[config.mk]
export PLATFORM = sky130hd
export DESIGN_NAME = cwsd_top
export DESIGN_NICKNAME = d
export VERILOG_FILES = /design/src/include/cwsd_pkg.sv /design/src/design/cwsd_line_decoder.sv /design/src/design/cwsd_top.sv
export SDC_FILE = /design/constraint.sdc
export NUM_CORES = 1
export LEC_CHECK = 0
export BUFFER_PORTS_ARGS = -buffer_cell sky130_fd_sc_hd__buf_2
export CORE_AREA = 2 2 87 89
export CTS_BUF_LIST = sky130_fd_sc_hd__clkbuf_16
export CTS_CLUSTER_SIZE = 25
export DETAILED_ROUTE_END_ITERATION = 6
export DIE_AREA = 0 0 89 91
export GPL_TIMING_DRIVEN = 0
export PLACE_DENSITY = 0.79
export REMOVE_ABC_BUFFERS = 1
export SYNTH_ARGS = -nofsm -noshare
export SYNTH_HDL_FRONTEND = slang
export SYNTH_SLANG_ARGS = --single-unit
[constraint.sdc]
create_clock -name ref_clk -period 2.5 [get_ports ref_clk]
set_clock_uncertainty 0.05 [all_clocks]
set_input_delay 0 -clock ref_clk [delete_from_list [all_inputs] [get_ports ref_clk]]
set_output_delay 0 -clock ref_clk [all_outputs]
set_load 0.01 [all_outputs]
[src/include/cwsd_pkg.sv]
// Shared constants and carrier types for the core word select decoder
package cwsd_pkg;

    // Word address register spans bus address bits 13 down to 1
    localparam int ADDR_HI = 13;
    localparam int ADDR_LO = 1;

    // Field positions inside the word address register
    localparam int YDRV_LO = 1;
    localparam int YDRV_BLK = 3;
    localparam int YSW_LO = 4;
    localparam int YSW_BLK = 6;
    localparam int XDRV_LO = 7;
    localparam int XDRV_BLK = 9;
    localparam int XSW_LO = 10;
    localparam int XSW_BLK_LO = 12;

    // Decoder counts per group and outputs per decoder
    localparam int DEC_OUTS = 8;
    localparam int XSW_DECS = 4;
    localparam int XDRV_DECS = 2;
    localparam int YSW_DECS = 2;
    localparam int YDRV_DECS = 2;

    // Decoder input weights
    localparam int DEC_BLK_BIT = 3;
    localparam int DEC_RW_BIT = 2;
    localparam logic [7:0] DEC_ONE = 8'h01;
    localparam logic [7:0] DEC_NONE = 8'hFF;

    // Register port map
    localparam int REG_ADDR_W = 2;
    localparam logic [1:0] REG_CTRL = 2'h0;
    localparam logic [1:0] REG_WORD = 2'h1;
    localparam logic [1:0] REG_STATUS = 2'h2;
    localparam int CTRL_DATI_BIT = 0;
    localparam int STAT_VALID_BIT = 0;
    localparam int STAT_SWEN_BIT = 1;
    localparam int STAT_DRVEN_BIT = 2;
    localparam logic CTRL_DATI_RESET = 1'b0;

    // Bus transfer codes on the two control lines
    localparam logic [1:0] XFER_DATI = 2'h0;

    // Timing controls from the control logic
    typedef struct packed {
        logic readState;
        logic readTimingWindow;
        logic writeTimingWindow;
    } cwsd_timing_type;

    // All switch and driver selects, low means on
    typedef struct packed {
        logic [31:0] xSwitchOnN;
        logic [15:0] xDriverOnN;
        logic [15:0] ySwitchOnN;
        logic [15:0] yDriverOnN;
    } cwsd_sel_type;

    localparam cwsd_sel_type SEL_OFF = '{32'hFFFFFFFF, 16'hFFFF,
                                         16'hFFFF, 16'hFFFF};

endpackage

[src/design/cwsd_line_decoder.sv]
// One-of-eight active-low line decoder with block select
`timescale 1ns/1ns
module cwsd_line_decoder (
    // Weighted code: 8 block, 4 read/write, 2 and 1 pair select
    input wire logic [3:0] code,
    // Decoded selects, the chosen one low
    output logic [7:0] selN
);

    // Block select high blanks every output
    assign selN = code[cwsd_pkg::DEC_BLK_BIT] ? cwsd_pkg::DEC_NONE
                  : ~(cwsd_pkg::DEC_ONE << code[2:0]);

endmodule

[src/design/cwsd_top.sv]
// Word address register, gating and X/Y switch and driver decoding
//
// Contract
// - Thirteen-bit word address register captures bus address bits 13..1.
// - Word address register has no preset or clear; loads only on edges.
// - Address bit 1 comes from the buffered device-selector path.
// - All address flops load together on rising capture clock edge.
// - Bits 1,2,4,5,7,8,10,11 feed decoders directly, ungated.
// - Bit 6 true/complement, bits 12/13 four combos, low, need enable.
// - The six gated selects reach only switch decoders.
// - Bits 3 and 9 are ANDed with driver enable, drivers only.
// - Switch enable is read with read window, or write with write window.
// - Write state is always the complement of read state.
// - Each decoder takes weighted 4-bit code, drives one of eight low.
// - Decoder asserts nothing while its block select input is high.
// - Weight-4 input is read low: read selects 0-3, write 4-7.
// - Two low code bits pick one of four pairs in group.
// - Ten decoders: six on X axis, four on Y axis.
// - Driver decoder block select is gated by driver enable.
// - Driver enable is write window with read, or read window with write.
// - A switch or driver is on while its select is low.
// - With DATI-only option set every transfer is treated as DATI.
// - One X line and one Y line pick one of 8192 words.
//
// The implementer's own choices: strobed register access and the register addresses.
`timescale 1ns/1ns
module cwsd_top #(
    parameter int REG_DATA_W = 16
) (
    // Clock and reset
    input wire logic ref_clk,
    input wire logic rst,
    // Address capture from the bus receivers
    input wire logic [cwsd_pkg::ADDR_HI:2] wordAddrBus,
    input wire logic buffAddrBit1,
    input wire logic addrCaptureClk,
    // Read/write state and timing windows
    input wire cwsd_pkg::cwsd_timing_type timing,
    // Bus transfer control lines
    input wire logic [1:0] busCtrlIn,
    output logic [1:0] busCtrlOut,
    // Switch and driver selects
    output cwsd_pkg::cwsd_sel_type sel,
    output logic switchSelectEnable,
    output logic driverEnable,
    // Register port
    input wire logic [cwsd_pkg::REG_ADDR_W-1:0] regAddr,
    input wire logic [REG_DATA_W-1:0] regWrData,
    input wire logic regWrite,
    input wire logic regRead,
    output logic [REG_DATA_W-1:0] regRdData
);

    // Readback of the word address needs room for all thirteen bits
    generate
        if (REG_DATA_W < cwsd_pkg::ADDR_HI) begin : g_bad_width
            $error("REG_DATA_W too narrow for word address readback");
        end
    endgenerate

    // Block select: low only when the field matches and enable is high
    function automatic logic blockSelN(input logic [1:0] field,
                                       input logic [1:0] idx,
                                       input logic en);
        blockSelN = !((field == idx) && en);
    endfunction

    logic [cwsd_pkg::ADDR_HI:cwsd_pkg::ADDR_LO] wordAddr;
    logic [cwsd_pkg::ADDR_HI:cwsd_pkg::ADDR_LO] next_wordAddr;
    logic captureClkQ;
    logic addrValid;
    logic datiOption;
    wire logic captureEdge;
    wire logic writeState;
    wire logic swEn;
    wire logic drvEn;
    wire logic readN;
    wire logic [5:0] gatedSelN;
    wire logic [1:0] xDrvBlkN;
    wire logic [1:0] yDrvBlkN;
    wire logic [3:0] ySwIdx;
    wire logic [4:0] xSwIdx;
    wire logic [3:0] yDrvIdx;
    wire cwsd_pkg::cwsd_sel_type next_sel;
    wire cwsd_pkg::cwsd_sel_type decSel;
    wire logic [REG_DATA_W-1:0] rdMux;
    wire logic [1:0] next_busCtrl;

    // Capture clock arrives as a level from the control logic
    assign captureEdge = addrCaptureClk && !captureClkQ;
    assign next_wordAddr = {wordAddrBus, buffAddrBit1};

    always_ff @(posedge ref_clk) begin
        if (rst) begin
            captureClkQ <= 1'b0;
        end else begin
            captureClkQ <= addrCaptureClk;
        end
    end

    // No reset here on purpose: the register only samples its inputs
    always_ff @(posedge ref_clk) begin
        if (captureEdge) begin
            wordAddr <= next_wordAddr;
        end
    end

    // Selects stay off until a first address has been captured
    always_ff @(posedge ref_clk) begin
        if (rst) begin
            addrValid <= 1'b0;
        end else if (captureEdge) begin
            addrValid <= 1'b1;
        end
    end

    // Read/write state and the two enables
    assign writeState = !timing.readState;
    assign readN = !timing.readState;
    assign swEn = (timing.readState && timing.readTimingWindow)
                  || (writeState && timing.writeTimingWindow);
    assign drvEn = (timing.writeTimingWindow && timing.readState)
                   || (timing.readTimingWindow && writeState);

    // Six switch-only selects from bits 6, 12 and 13
    assign gatedSelN[0] = blockSelN({1'b0, wordAddr[cwsd_pkg::YSW_BLK]},
                                    2'h1, swEn);
    assign gatedSelN[1] = blockSelN({1'b0, wordAddr[cwsd_pkg::YSW_BLK]},
                                    2'h0, swEn);
    genvar k;
    generate
        for (k = 0; k < cwsd_pkg::XSW_DECS; k++) begin : g_combo
            assign gatedSelN[2+k] = blockSelN(
                wordAddr[cwsd_pkg::XSW_BLK_LO+:2], 2'(k), swEn);
        end
    endgenerate

    // Driver blocks: bits 3 and 9 qualified by driver enable
    generate
        for (k = 0; k < cwsd_pkg::XDRV_DECS; k++) begin : g_drvblk
            assign xDrvBlkN[k] = blockSelN(
                {1'b0, wordAddr[cwsd_pkg::XDRV_BLK]}, 2'(k), drvEn);
            assign yDrvBlkN[k] = blockSelN(
                {1'b0, wordAddr[cwsd_pkg::YDRV_BLK]}, 2'(k), drvEn);
        end
    endgenerate

    // X switch decoders: combos of bits 13/12 pick the block
    generate
        for (k = 0; k < cwsd_pkg::XSW_DECS; k++) begin : g_xsw
            cwsd_line_decoder u_dec (
                .code({gatedSelN[2+k], readN,
                       wordAddr[cwsd_pkg::XSW_LO+:2]}),
                .selN(decSel.xSwitchOnN[k*cwsd_pkg::DEC_OUTS+:8])
            );
        end
    endgenerate

    // X driver decoders
    generate
        for (k = 0; k < cwsd_pkg::XDRV_DECS; k++) begin : g_xdrv
            cwsd_line_decoder u_dec (
                .code({xDrvBlkN[k], readN,
                       wordAddr[cwsd_pkg::XDRV_LO+:2]}),
                .selN(decSel.xDriverOnN[k*cwsd_pkg::DEC_OUTS+:8])
            );
        end
    endgenerate

    // Y switch decoders: bit 6 true picks the upper block
    generate
        for (k = 0; k < cwsd_pkg::YSW_DECS; k++) begin : g_ysw
            cwsd_line_decoder u_dec (
                .code({gatedSelN[1-k], readN,
                       wordAddr[cwsd_pkg::YSW_LO+:2]}),
                .selN(decSel.ySwitchOnN[k*cwsd_pkg::DEC_OUTS+:8])
            );
        end
    endgenerate

    // Y driver decoders, ten decoders in all
    generate
        for (k = 0; k < cwsd_pkg::YDRV_DECS; k++) begin : g_ydrv
            cwsd_line_decoder u_dec (
                .code({yDrvBlkN[k], readN,
                       wordAddr[cwsd_pkg::YDRV_LO+:2]}),
                .selN(decSel.yDriverOnN[k*cwsd_pkg::DEC_OUTS+:8])
            );
        end
    endgenerate

    // Unknown address after reset would wake random drivers, so blank
    assign next_sel = addrValid ? decSel : cwsd_pkg::SEL_OFF;

    // Selects and enables leave through flops; low turns a device on
    always_ff @(posedge ref_clk) begin
        if (rst) begin
            sel <= cwsd_pkg::SEL_OFF;
            switchSelectEnable <= 1'b0;
            driverEnable <= 1'b0;
        end else begin
            sel <= next_sel;
            switchSelectEnable <= swEn;
            driverEnable <= drvEn;
        end
    end

    // Option forces every transfer to be answered as a read
    assign next_busCtrl = datiOption ? cwsd_pkg::XFER_DATI : busCtrlIn;

    always_ff @(posedge ref_clk) begin
        if (rst) begin
            busCtrlOut <= cwsd_pkg::XFER_DATI;
        end else begin
            busCtrlOut <= next_busCtrl;
        end
    end

    // Option bit defaults to removed, as in normal operation
    always_ff @(posedge ref_clk) begin
        if (rst) begin
            datiOption <= cwsd_pkg::CTRL_DATI_RESET;
        end else if (regWrite && regAddr == cwsd_pkg::REG_CTRL) begin
            datiOption <= regWrData[cwsd_pkg::CTRL_DATI_BIT];
        end
    end

    // Read multiplexer; unmapped offsets read as zero
    assign rdMux =
        (regAddr == cwsd_pkg::REG_CTRL)
            ? REG_DATA_W'({datiOption}) :
        (regAddr == cwsd_pkg::REG_WORD)
            ? REG_DATA_W'(wordAddr) :
        (regAddr == cwsd_pkg::REG_STATUS)
            ? REG_DATA_W'({drvEn, swEn, addrValid}) :
        '0;

    // Read data stands only in the cycle after the strobe
    always_ff @(posedge ref_clk) begin
        if (rst) begin
            regRdData <= '0;
        end else begin
            regRdData <= regRead ? rdMux : '0;
        end
    end

    // Index of the Y switch a live decode should pick
    assign ySwIdx = {wordAddr[cwsd_pkg::YSW_BLK], readN,
                     wordAddr[cwsd_pkg::YSW_LO+:2]};
    // X switch and Y driver indices for the same kind of check
    assign xSwIdx = {wordAddr[cwsd_pkg::XSW_BLK_LO+:2], readN,
                     wordAddr[cwsd_pkg::XSW_LO+:2]};
    assign yDrvIdx = {wordAddr[cwsd_pkg::YDRV_BLK], readN,
                      wordAddr[cwsd_pkg::YDRV_LO+:2]};

    property p_capture;
        @(posedge ref_clk) disable iff (rst)
        captureEdge |=> wordAddr == $past(next_wordAddr);
    endproperty
    a_capture: assert property (p_capture)
        else $error("word address not loaded on capture edge");

    property p_hold;
        @(posedge ref_clk) disable iff (rst)
        (addrValid && !captureEdge) |=> $stable(wordAddr);
    endproperty
    a_hold: assert property (p_hold)
        else $error("word address changed without capture edge");

    property p_swen;
        @(posedge ref_clk) disable iff (rst)
        !rst |=> switchSelectEnable == ($past(timing.readState)
            ? $past(timing.readTimingWindow)
            : $past(timing.writeTimingWindow));
    endproperty
    a_swen: assert property (p_swen)
        else $error("switch select enable wrong");

    property p_drven;
        @(posedge ref_clk) disable iff (rst)
        !rst |=> driverEnable == ($past(timing.readState)
            ? $past(timing.writeTimingWindow)
            : $past(timing.readTimingWindow));
    endproperty
    a_drven: assert property (p_drven)
        else $error("driver enable wrong");

    property p_nodrv;
        @(posedge ref_clk) disable iff (rst)
        !drvEn |=> (&sel.xDriverOnN) && (&sel.yDriverOnN);
    endproperty
    a_nodrv: assert property (p_nodrv)
        else $error("driver selected without driver enable");

    property p_nosw;
        @(posedge ref_clk) disable iff (rst)
        !swEn |=> (&sel.xSwitchOnN) && (&sel.ySwitchOnN);
    endproperty
    a_nosw: assert property (p_nosw)
        else $error("switch selected without switch enable");

    property p_rwgroup;
        @(posedge ref_clk) disable iff (rst)
        timing.readState |=> (&sel.ySwitchOnN[15:12])
            && (&sel.ySwitchOnN[7:4]) && (&sel.yDriverOnN[15:12])
            && (&sel.yDriverOnN[7:4]);
    endproperty
    a_rwgroup: assert property (p_rwgroup)
        else $error("write group selected during read");

    property p_oneline;
        @(posedge ref_clk) disable iff (rst)
        $onehot0(~sel.xSwitchOnN) && $onehot0(~sel.ySwitchOnN)
            && $onehot0(~sel.xDriverOnN) && $onehot0(~sel.yDriverOnN);
    endproperty
    a_oneline: assert property (p_oneline)
        else $error("more than one line selected on an axis");

    property p_ydecode;
        @(posedge ref_clk) disable iff (rst)
        (addrValid && swEn) |=> sel.ySwitchOnN[$past(ySwIdx)] == 1'b0;
    endproperty
    a_ydecode: assert property (p_ydecode)
        else $error("wrong Y switch selected");

    property p_xdecode;
        @(posedge ref_clk) disable iff (rst)
        (addrValid && swEn) |=> sel.xSwitchOnN[$past(xSwIdx)] == 1'b0;
    endproperty
    a_xdecode: assert property (p_xdecode)
        else $error("wrong X switch selected");

    property p_ydrive;
        @(posedge ref_clk) disable iff (rst)
        (addrValid && drvEn) |=> sel.yDriverOnN[$past(yDrvIdx)] == 1'b0;
    endproperty
    a_ydrive: assert property (p_ydrive)
        else $error("wrong Y driver selected");

    property p_blank;
        @(posedge ref_clk) disable iff (rst)
        !addrValid |=> sel == cwsd_pkg::SEL_OFF;
    endproperty
    a_blank: assert property (p_blank)
        else $error("select active before first address capture");

    property p_dati;
        @(posedge ref_clk) disable iff (rst)
        datiOption |=> busCtrlOut == cwsd_pkg::XFER_DATI;
    endproperty
    a_dati: assert property (p_dati)
        else $error("transfer not forced to DATI");

endmodule

==> out/metrics.csv, run 1 <==
metric;value;unit
status;finished clean;
post-route clock period utilization;73.6;%
post-route worst hold slack;0.261;ns
Clock Tree Buf Depth;2;
async set-or-reset flop fraction in the synthesized netlist;0;%
unrepaired setup endpoints after global routing;false;
final period demand of the worst path;1.84;ns
Synth Flop Type;dfxtp_1;
aggregate negative setup slack;0;ns
Net count, final;471;
Synth Area per Inst;12.7;sq um
number of iterations in the first detailed-routing pass;4;
mean number of vias per cell;4.75;
post-cts hold buffer count;28;
critical path data arrival time;2.07;ns
headroom to the max-slew limit;11.3;%
number of gates resized after cts;0;
Antenna Nets Post-Route;0;
aggregate global-route resource usage;20.2;%
die area;8100;sq um
post-DR wirelength/cell;14.4;um
drt first-iter violations;82;
horizontal extent of the die;89;um
maximum fanout along the worst path;12;
Max Slew Vio Count;0;
total gr overflow;0;
number of global-route vias before repair;2483;
PortBufs;122;
highest ir drop seen on vdd;0.602;mV
Mapped Area;3560;sq um
# IOs;141;
Final Util;70.7;%
root buffer cell;clkbuf_16;
initial core utilization;49.9;%
type of origin of the critical path;flop;
fin area;5050;sq um
total clock buffers created by CTS;17;
Final Wtd Congestion;0.747;
placed standard-cell area;4140;sq um
CTS tree;done;
layout overhead on the synthesized area;41.6;%
core footprint;7140;sq um
detailed placer's ending HPWL;4880;um
number of failing hold endpoints at the final stage;0;
antenna violations before repair;0;
Final Setup Violations;0;
number of levels in the clock H-tree;4;
number of sinks on the clock net;113;
Vias;2572;
total of warnings raised by yosys;0;
worst hold-check path type;input port to flop;
number of distinct library cells after synthesis;38;
number of cells traversed by the worst register-to-register path;3;
Post-Synthesis Cells;280;
number of max-capacitance violations reported;0;
Detailed Route WL;7810;um
number of enable flip-flop cells after synthesis;13;
clock insertion delay at the later pin of the skew report;0.40;ns
cell row count;31;
share of the yosys chip area belonging to registers;67.1;%
buffer count from post-CTS setup fixing;0;
Achievable Freq;543;MHz
number of synthesized register bits;113;
Setup CP Type;flop to flop;
clock edge transition at the registers on the reported setup and hold paths;0.06;ns
critical path capture point type;flop;
Crit path required time;2.73;ns
global-route wire length before repair;12100;um
n_diodes;0;
power density of the placed cells;897;nW/um^2
largest net degree at the start of global routing;25;
fraction of final layout cells with drive strength greater than 1;38.4;%
detailed-route DRC error count;0;
static leakage power;0.00200;uW
die height;91;um
Worst Hold Depth;2;
Worst-Margin Slew;1.33;ns
-- cell usage after synthesis, drive strengths merged, types with 4 or more instances --
cell type,number,area share (%)
nor2,4,0.42
nand4b,4,0.98
nor3b,7,2.1
buf,19,4.4
and2,10,1.8
nand2,32,3.4
nand3b,13,2.7
and4b,6,1.7
nand4,8,1.4
and4bb,8,2.8
nor2b,8,1.4
dfxtp,100,56
nand3,24,3.4
edfxtp,13,11
-- final cells by class --
class                      instances  area [sq um]
sequential                       113          2390
timing repair buffer             150           891
tap                               99           124
clock buffer                      20           500
fill                             544          2090
inverter                           1          3.75
multi-input combinational        147          1010
clock inverter                    12           125
-- cell families after synthesis --
kind of cell	after synthesis	share of synthesized area [%]
AOI/OAI and AO/OA	4	1.02
and+or+nand+nor	136	25.7
muxes	4	1.30
buffers and inverters	22	4.70
other	1	0.105
DFF	113	67.1
-- worst max-delay path: stages, from the launching register on --
cell	delay, ns
dfxtp_1	0.57
and3b_1	0.40
nand4_1	0.12
dlygate4sd3_1	0.58
-- cells in the final DEF (no fill, tap or decap), types with 4 or more instances in the layout --
cell,n
nor2b_1,8
and4b_1,5
clkbuf_16,20
dlygate4sd3_1,28
edfxtp_1,13
and4bb_2,8
nand4b_1,4
and2_1,10
dfxtp_1,100
nand4_1,8
nor2_1,4
nand3b_1,13
buf_2,122
nand3_1,24
nand2_1,32
nor3b_1,4
-- layer usage --
layer	vias to the layer above	wire (um)	track usage [%]
met5	-	0	0
met4	0	196	9.58
met3	15	461	7.00
met2	94	4000	33.1
met1	1193	3150	23.3
li1	1270	-	-
-- path summary, 6_finish.rpt --
| check | startpoint | to | slack (ns) |
|---|---|---|---|
| worst max-delay path | addrValid | sel[8] | 0.66 |
| worst min-delay path | buffAddrBit1 | wordAddr[1] | 0.26 |
| worst max register to register | addrValid | sel[8] | 0.66 |
| worst min register to register | datiOption | busCtrlOut[1] | 0.47 |
-- state kept, by name, summed over array words and instances, names as in the netlist --
register,cells
driverEnable,1
regRdData,13
busCtrlOut,2
addrValid,1
wordAddr,13
sel,80
datiOption,1
captureClkQ,1
switchSelectEnable,1
-- stage by stage --
step                      setup slack [ns]  power (uW)  std cells
after floorplan                       1.14        2000        261
after global placement               0.764        2070        482
after detailed placement             0.740        2070        482
after CTS                            0.676        4560        542
after global routing                 0.588        4670        542
final                                0.659        4530        542
-- power by group --
group          total [uW]  switching [uW]  internal (uW)
combinational         169            82.0           86.9
clock                2460             818           1640
sequential           1900            33.1           1870
Power figures use the tool's default switching activity.
==> run 2: changes to the inputs <==
--- a/config.mk
+++ b/config.mk
@@ -6,13 +6,13 @@
 export NUM_CORES = 1
 export LEC_CHECK = 0
 export BUFFER_PORTS_ARGS = -buffer_cell sky130_fd_sc_hd__buf_2
-export CORE_AREA = 2 2 87 89
+export CORE_AREA = 2 2 91 93
 export CTS_BUF_LIST = sky130_fd_sc_hd__clkbuf_16
 export CTS_CLUSTER_SIZE = 25
 export DETAILED_ROUTE_END_ITERATION = 6
-export DIE_AREA = 0 0 89 91
+export DIE_AREA = 0 0 93 95
 export GPL_TIMING_DRIVEN = 0
-export PLACE_DENSITY = 0.79
+export PLACE_DENSITY = 0.73
 export REMOVE_ABC_BUFFERS = 1
 export SYNTH_ARGS = -nofsm -noshare
 export SYNTH_HDL_FRONTEND = slang
==> constraint.sdc (replaced) <==
create_clock -name ref_clk -period 1.8 [get_ports ref_clk]
set_clock_uncertainty 0.05 [all_clocks]
set_input_delay 0 -clock ref_clk [delete_from_list [all_inputs] [get_ports ref_clk]]
set_output_delay 0 -clock ref_clk [all_outputs]
set_load 0.01 [all_outputs]
==> run 2 against run 1 <==
Clock-buffer cell count shrank 1. Die area grew 9.1%. Wire length shrank 3.8%. Setup slack lost 0.45 ns. Sequential share of layout area grew 0.082 points. Flip-flop and latch count is the same. Critical path depth grew 2. Global-route usage shrank 2.5 points. Highest routed layer unchanged.
==> out/metrics.csv, run 2 (synthesis gave the netlist of run 1 again) <==
metric;value;unit;change
status;finished clean;;
core footprint;7930;sq um;+11%
mean number of vias per cell;4.71;;-0.79%
Setup CP Type;input port to flop;;
worst hold-check path type;input port to flop;;
Vias;2580;;+0.31%
detailed-route DRC error count;0;;unchanged
unrepaired setup endpoints after global routing;false;;
maximum fanout along the worst path;24;;+12
Crit path required time;2.02;ns;-0.71 ns
die height;95;um;+4.4%
# IOs;141;;unchanged
cell row count;33;;+6.5%
detailed placer's ending HPWL;4700;um;-3.6%
leading cell type in the layout, fill and taps excluded;buf_2;;
power density of the placed cells;1230;nW/um^2;+37%
crit-path cells;dlygate4sd3_1 > clkbuf_4 > mux2i_1 > o32ai_1 > dlygate4sd3_1;;
Biggest register;sel;;
internal portion of total power;4910;uW;+37%
type of origin of the critical path;input port;;
number of max-capacitance violations reported;0;;unchanged
n_diodes;0;;unchanged
number of sinks on the clock net;113;;unchanged
post-route clock period utilization;88.4;%;
critical path data arrival time;1.81;ns;-0.26 ns
Achievable Freq;629;MHz;
Final Wtd Congestion;0.705;;-5.7%
cell family with most CP delay;buffers and inverters;;
clock power share;53.6;%;-0.7 points
headroom to the max-slew limit;54.0;%;+43 points
Net count, final;471;;unchanged
Final Util;63.6;%;-7.2 points
Worst-Margin Slew;0.688;ns;-0.640 ns
combined buffer and inverter count along the critical path;3;;+2
total gr overflow;0;;unchanged
final period demand of the worst path;1.59;ns;
CTS tree;done;;
clock insertion delay at the later pin of the skew report;0.39;ns;about the same
number of failing hold endpoints at the final stage;0;;unchanged
root buffer cell;clkbuf_16;;
die area;8840;sq um;+9.1%
total area of multi-input combinational cells;1010;sq um;unchanged
highest ir drop seen on vdd;0.783;mV;+30%
horizontal extent of the die;93;um;+4.5%
Clock Tree Buf Depth;2;;unchanged
number of levels in the clock H-tree;4;;unchanged
Detailed Route WL;7510;um;-3.8%
Slowest-stage cell, CP;dlygate4sd3_1;;
met1 Use GR;21.5;%;-1.8 points
static leakage power;0.00200;uW;+0.27%
Max Slew Vio Count;0;;unchanged
leading cell types in the layout, fill and taps excluded;buf_2, dfxtp_1, nand2_1, dlygate4sd3_1, nand3_1;;
flip-flop count of the largest register, all copies and words added;80;;unchanged
Final Setup Violations;0;;unchanged
number of iterations in the first detailed-routing pass;4;;unchanged
switching share of total power;20.7;%;+0.12 points
post-DR wirelength/cell;13.7;um;-4.9%
fraction of final layout cells with drive strength greater than 1;39.1;%;+0.68 points
global-route wire length before repair;11900;um;-2.1%
aggregate global-route resource usage;17.7;%;-2.5 points
register cell area after layout;2390;sq um;unchanged
Seq pwr share;42.6;%;+0.6 points
portion of total power attributed to combinational logic;3.8;%;about the same
crit-path max cell delay;0.58;ns;about the same
layer carrying the most global-route usage;met2;;
antenna violations before repair;0;;unchanged
drt first-iter violations;72;;-12%
Final Instance Count excl. Fillers;548;;+1.1%
met3 usage;5.59;%;-1.4 points
Antenna Nets Post-Route;0;;unchanged
net switching power;1280;uW;+38%
critical path capture point type;flop;;
registers with the most flip-flops;sel: 80 flops, regRdData: 13 flops, wordAddr: 13 flops;;
dominant cell type by count on the critical path;dlygate4sd3_1;;
aggregate negative setup slack;0;ns;unchanged
fillcell total;629;;+16%
number of global-route vias before repair;2448;;-1.4%
fraction of met2 tracks used by global routing;29.4;%;-3.7 points
largest net degree at the start of global routing;25;;unchanged
total clock buffers created by CTS;17;;unchanged
layout overhead on the synthesized area;41.4;%;
clock edge transition at the registers on the reported setup and hold paths;0.05;ns;about the same
total placed cells including tap cells;488;;+1.2%
PortBufs;122;;unchanged
initial core utilization;44.9;%;-5.0 points
run 2: changes by cell type in the layout (fill, tap and decap cells not counted), sizes merged:
cell         before  now
clkinv            6    8
clkinvlp          1    0
dlygate4sd3      28   27
run 2: path summary, 6_finish.rpt:
| path | from | end | slack [ns] | cells after the start |
|---|---|---|---|---|
| setup reg to reg | wordAddr[2] | regRdData[1] | 0.29 | 3 |
| hold reg to reg | datiOption | busCtrlOut[0] | 0.45 | 1 |
| setup / recovery | timing[2] | regRdData[1] | 0.21 | 5 |
| hold / removal | wordAddrBus[2] | wordAddr[2] | 0.26 | 2 |
run 2: cell type report:
class,instances,share of cell area [%]
clock buffer,19,9.44
sequential,113,47.5
tap,105,2.61
inverter,1,0.0745
timing repair buffer,150,17.8
multi-input combinational,147,20.1
clock inverter,13,2.58
run 2: repair_timing:
| action | 4_1_cts | 5_1_grt |
|---|---|---|
| resized for setup | 0 | 1 |
| setup endpoints to repair | 0 | 1 |
| endpoints found under the hold margin | 33 | 0 |
| setup buffers | 0 | 0 |
| hold buffers | 27 | 0 |
run 2: stage by stage:
stage	setup WS, ns	power [uW]	hold slack [ns]	cell area, sq um
global placement	0.0739	2870	0.127	4150
floorplan	0.435	2780	0.0216	3410
global route	0.0924	6430	0.257	5040
finish	0.209	6190	0.260	5040
detailed placement	0.0549	2880	0.128	4150
CTS	0.0421	6250	0.246	5020
run 2: layer usage:
layer  wire length [um]  vias to the layer above
li1                   -                     1269
met1               3200                     1221
met2               3900                       82
met3                325                        8
met4                 86                        0
met5                  0                        -
run 2: power by group through the flow:
stage          sequential (uW)  combinational [uW]  clock, uW
6_report                  2640                 237       3320
3_3_place_gp              2690                 183          0
4_1_cts                   2640                 231       3380
3_5_place_dp              2690                 187          0
5_1_grt                   2640                 260       3530
2_1_floorplan             2690                91.4          0
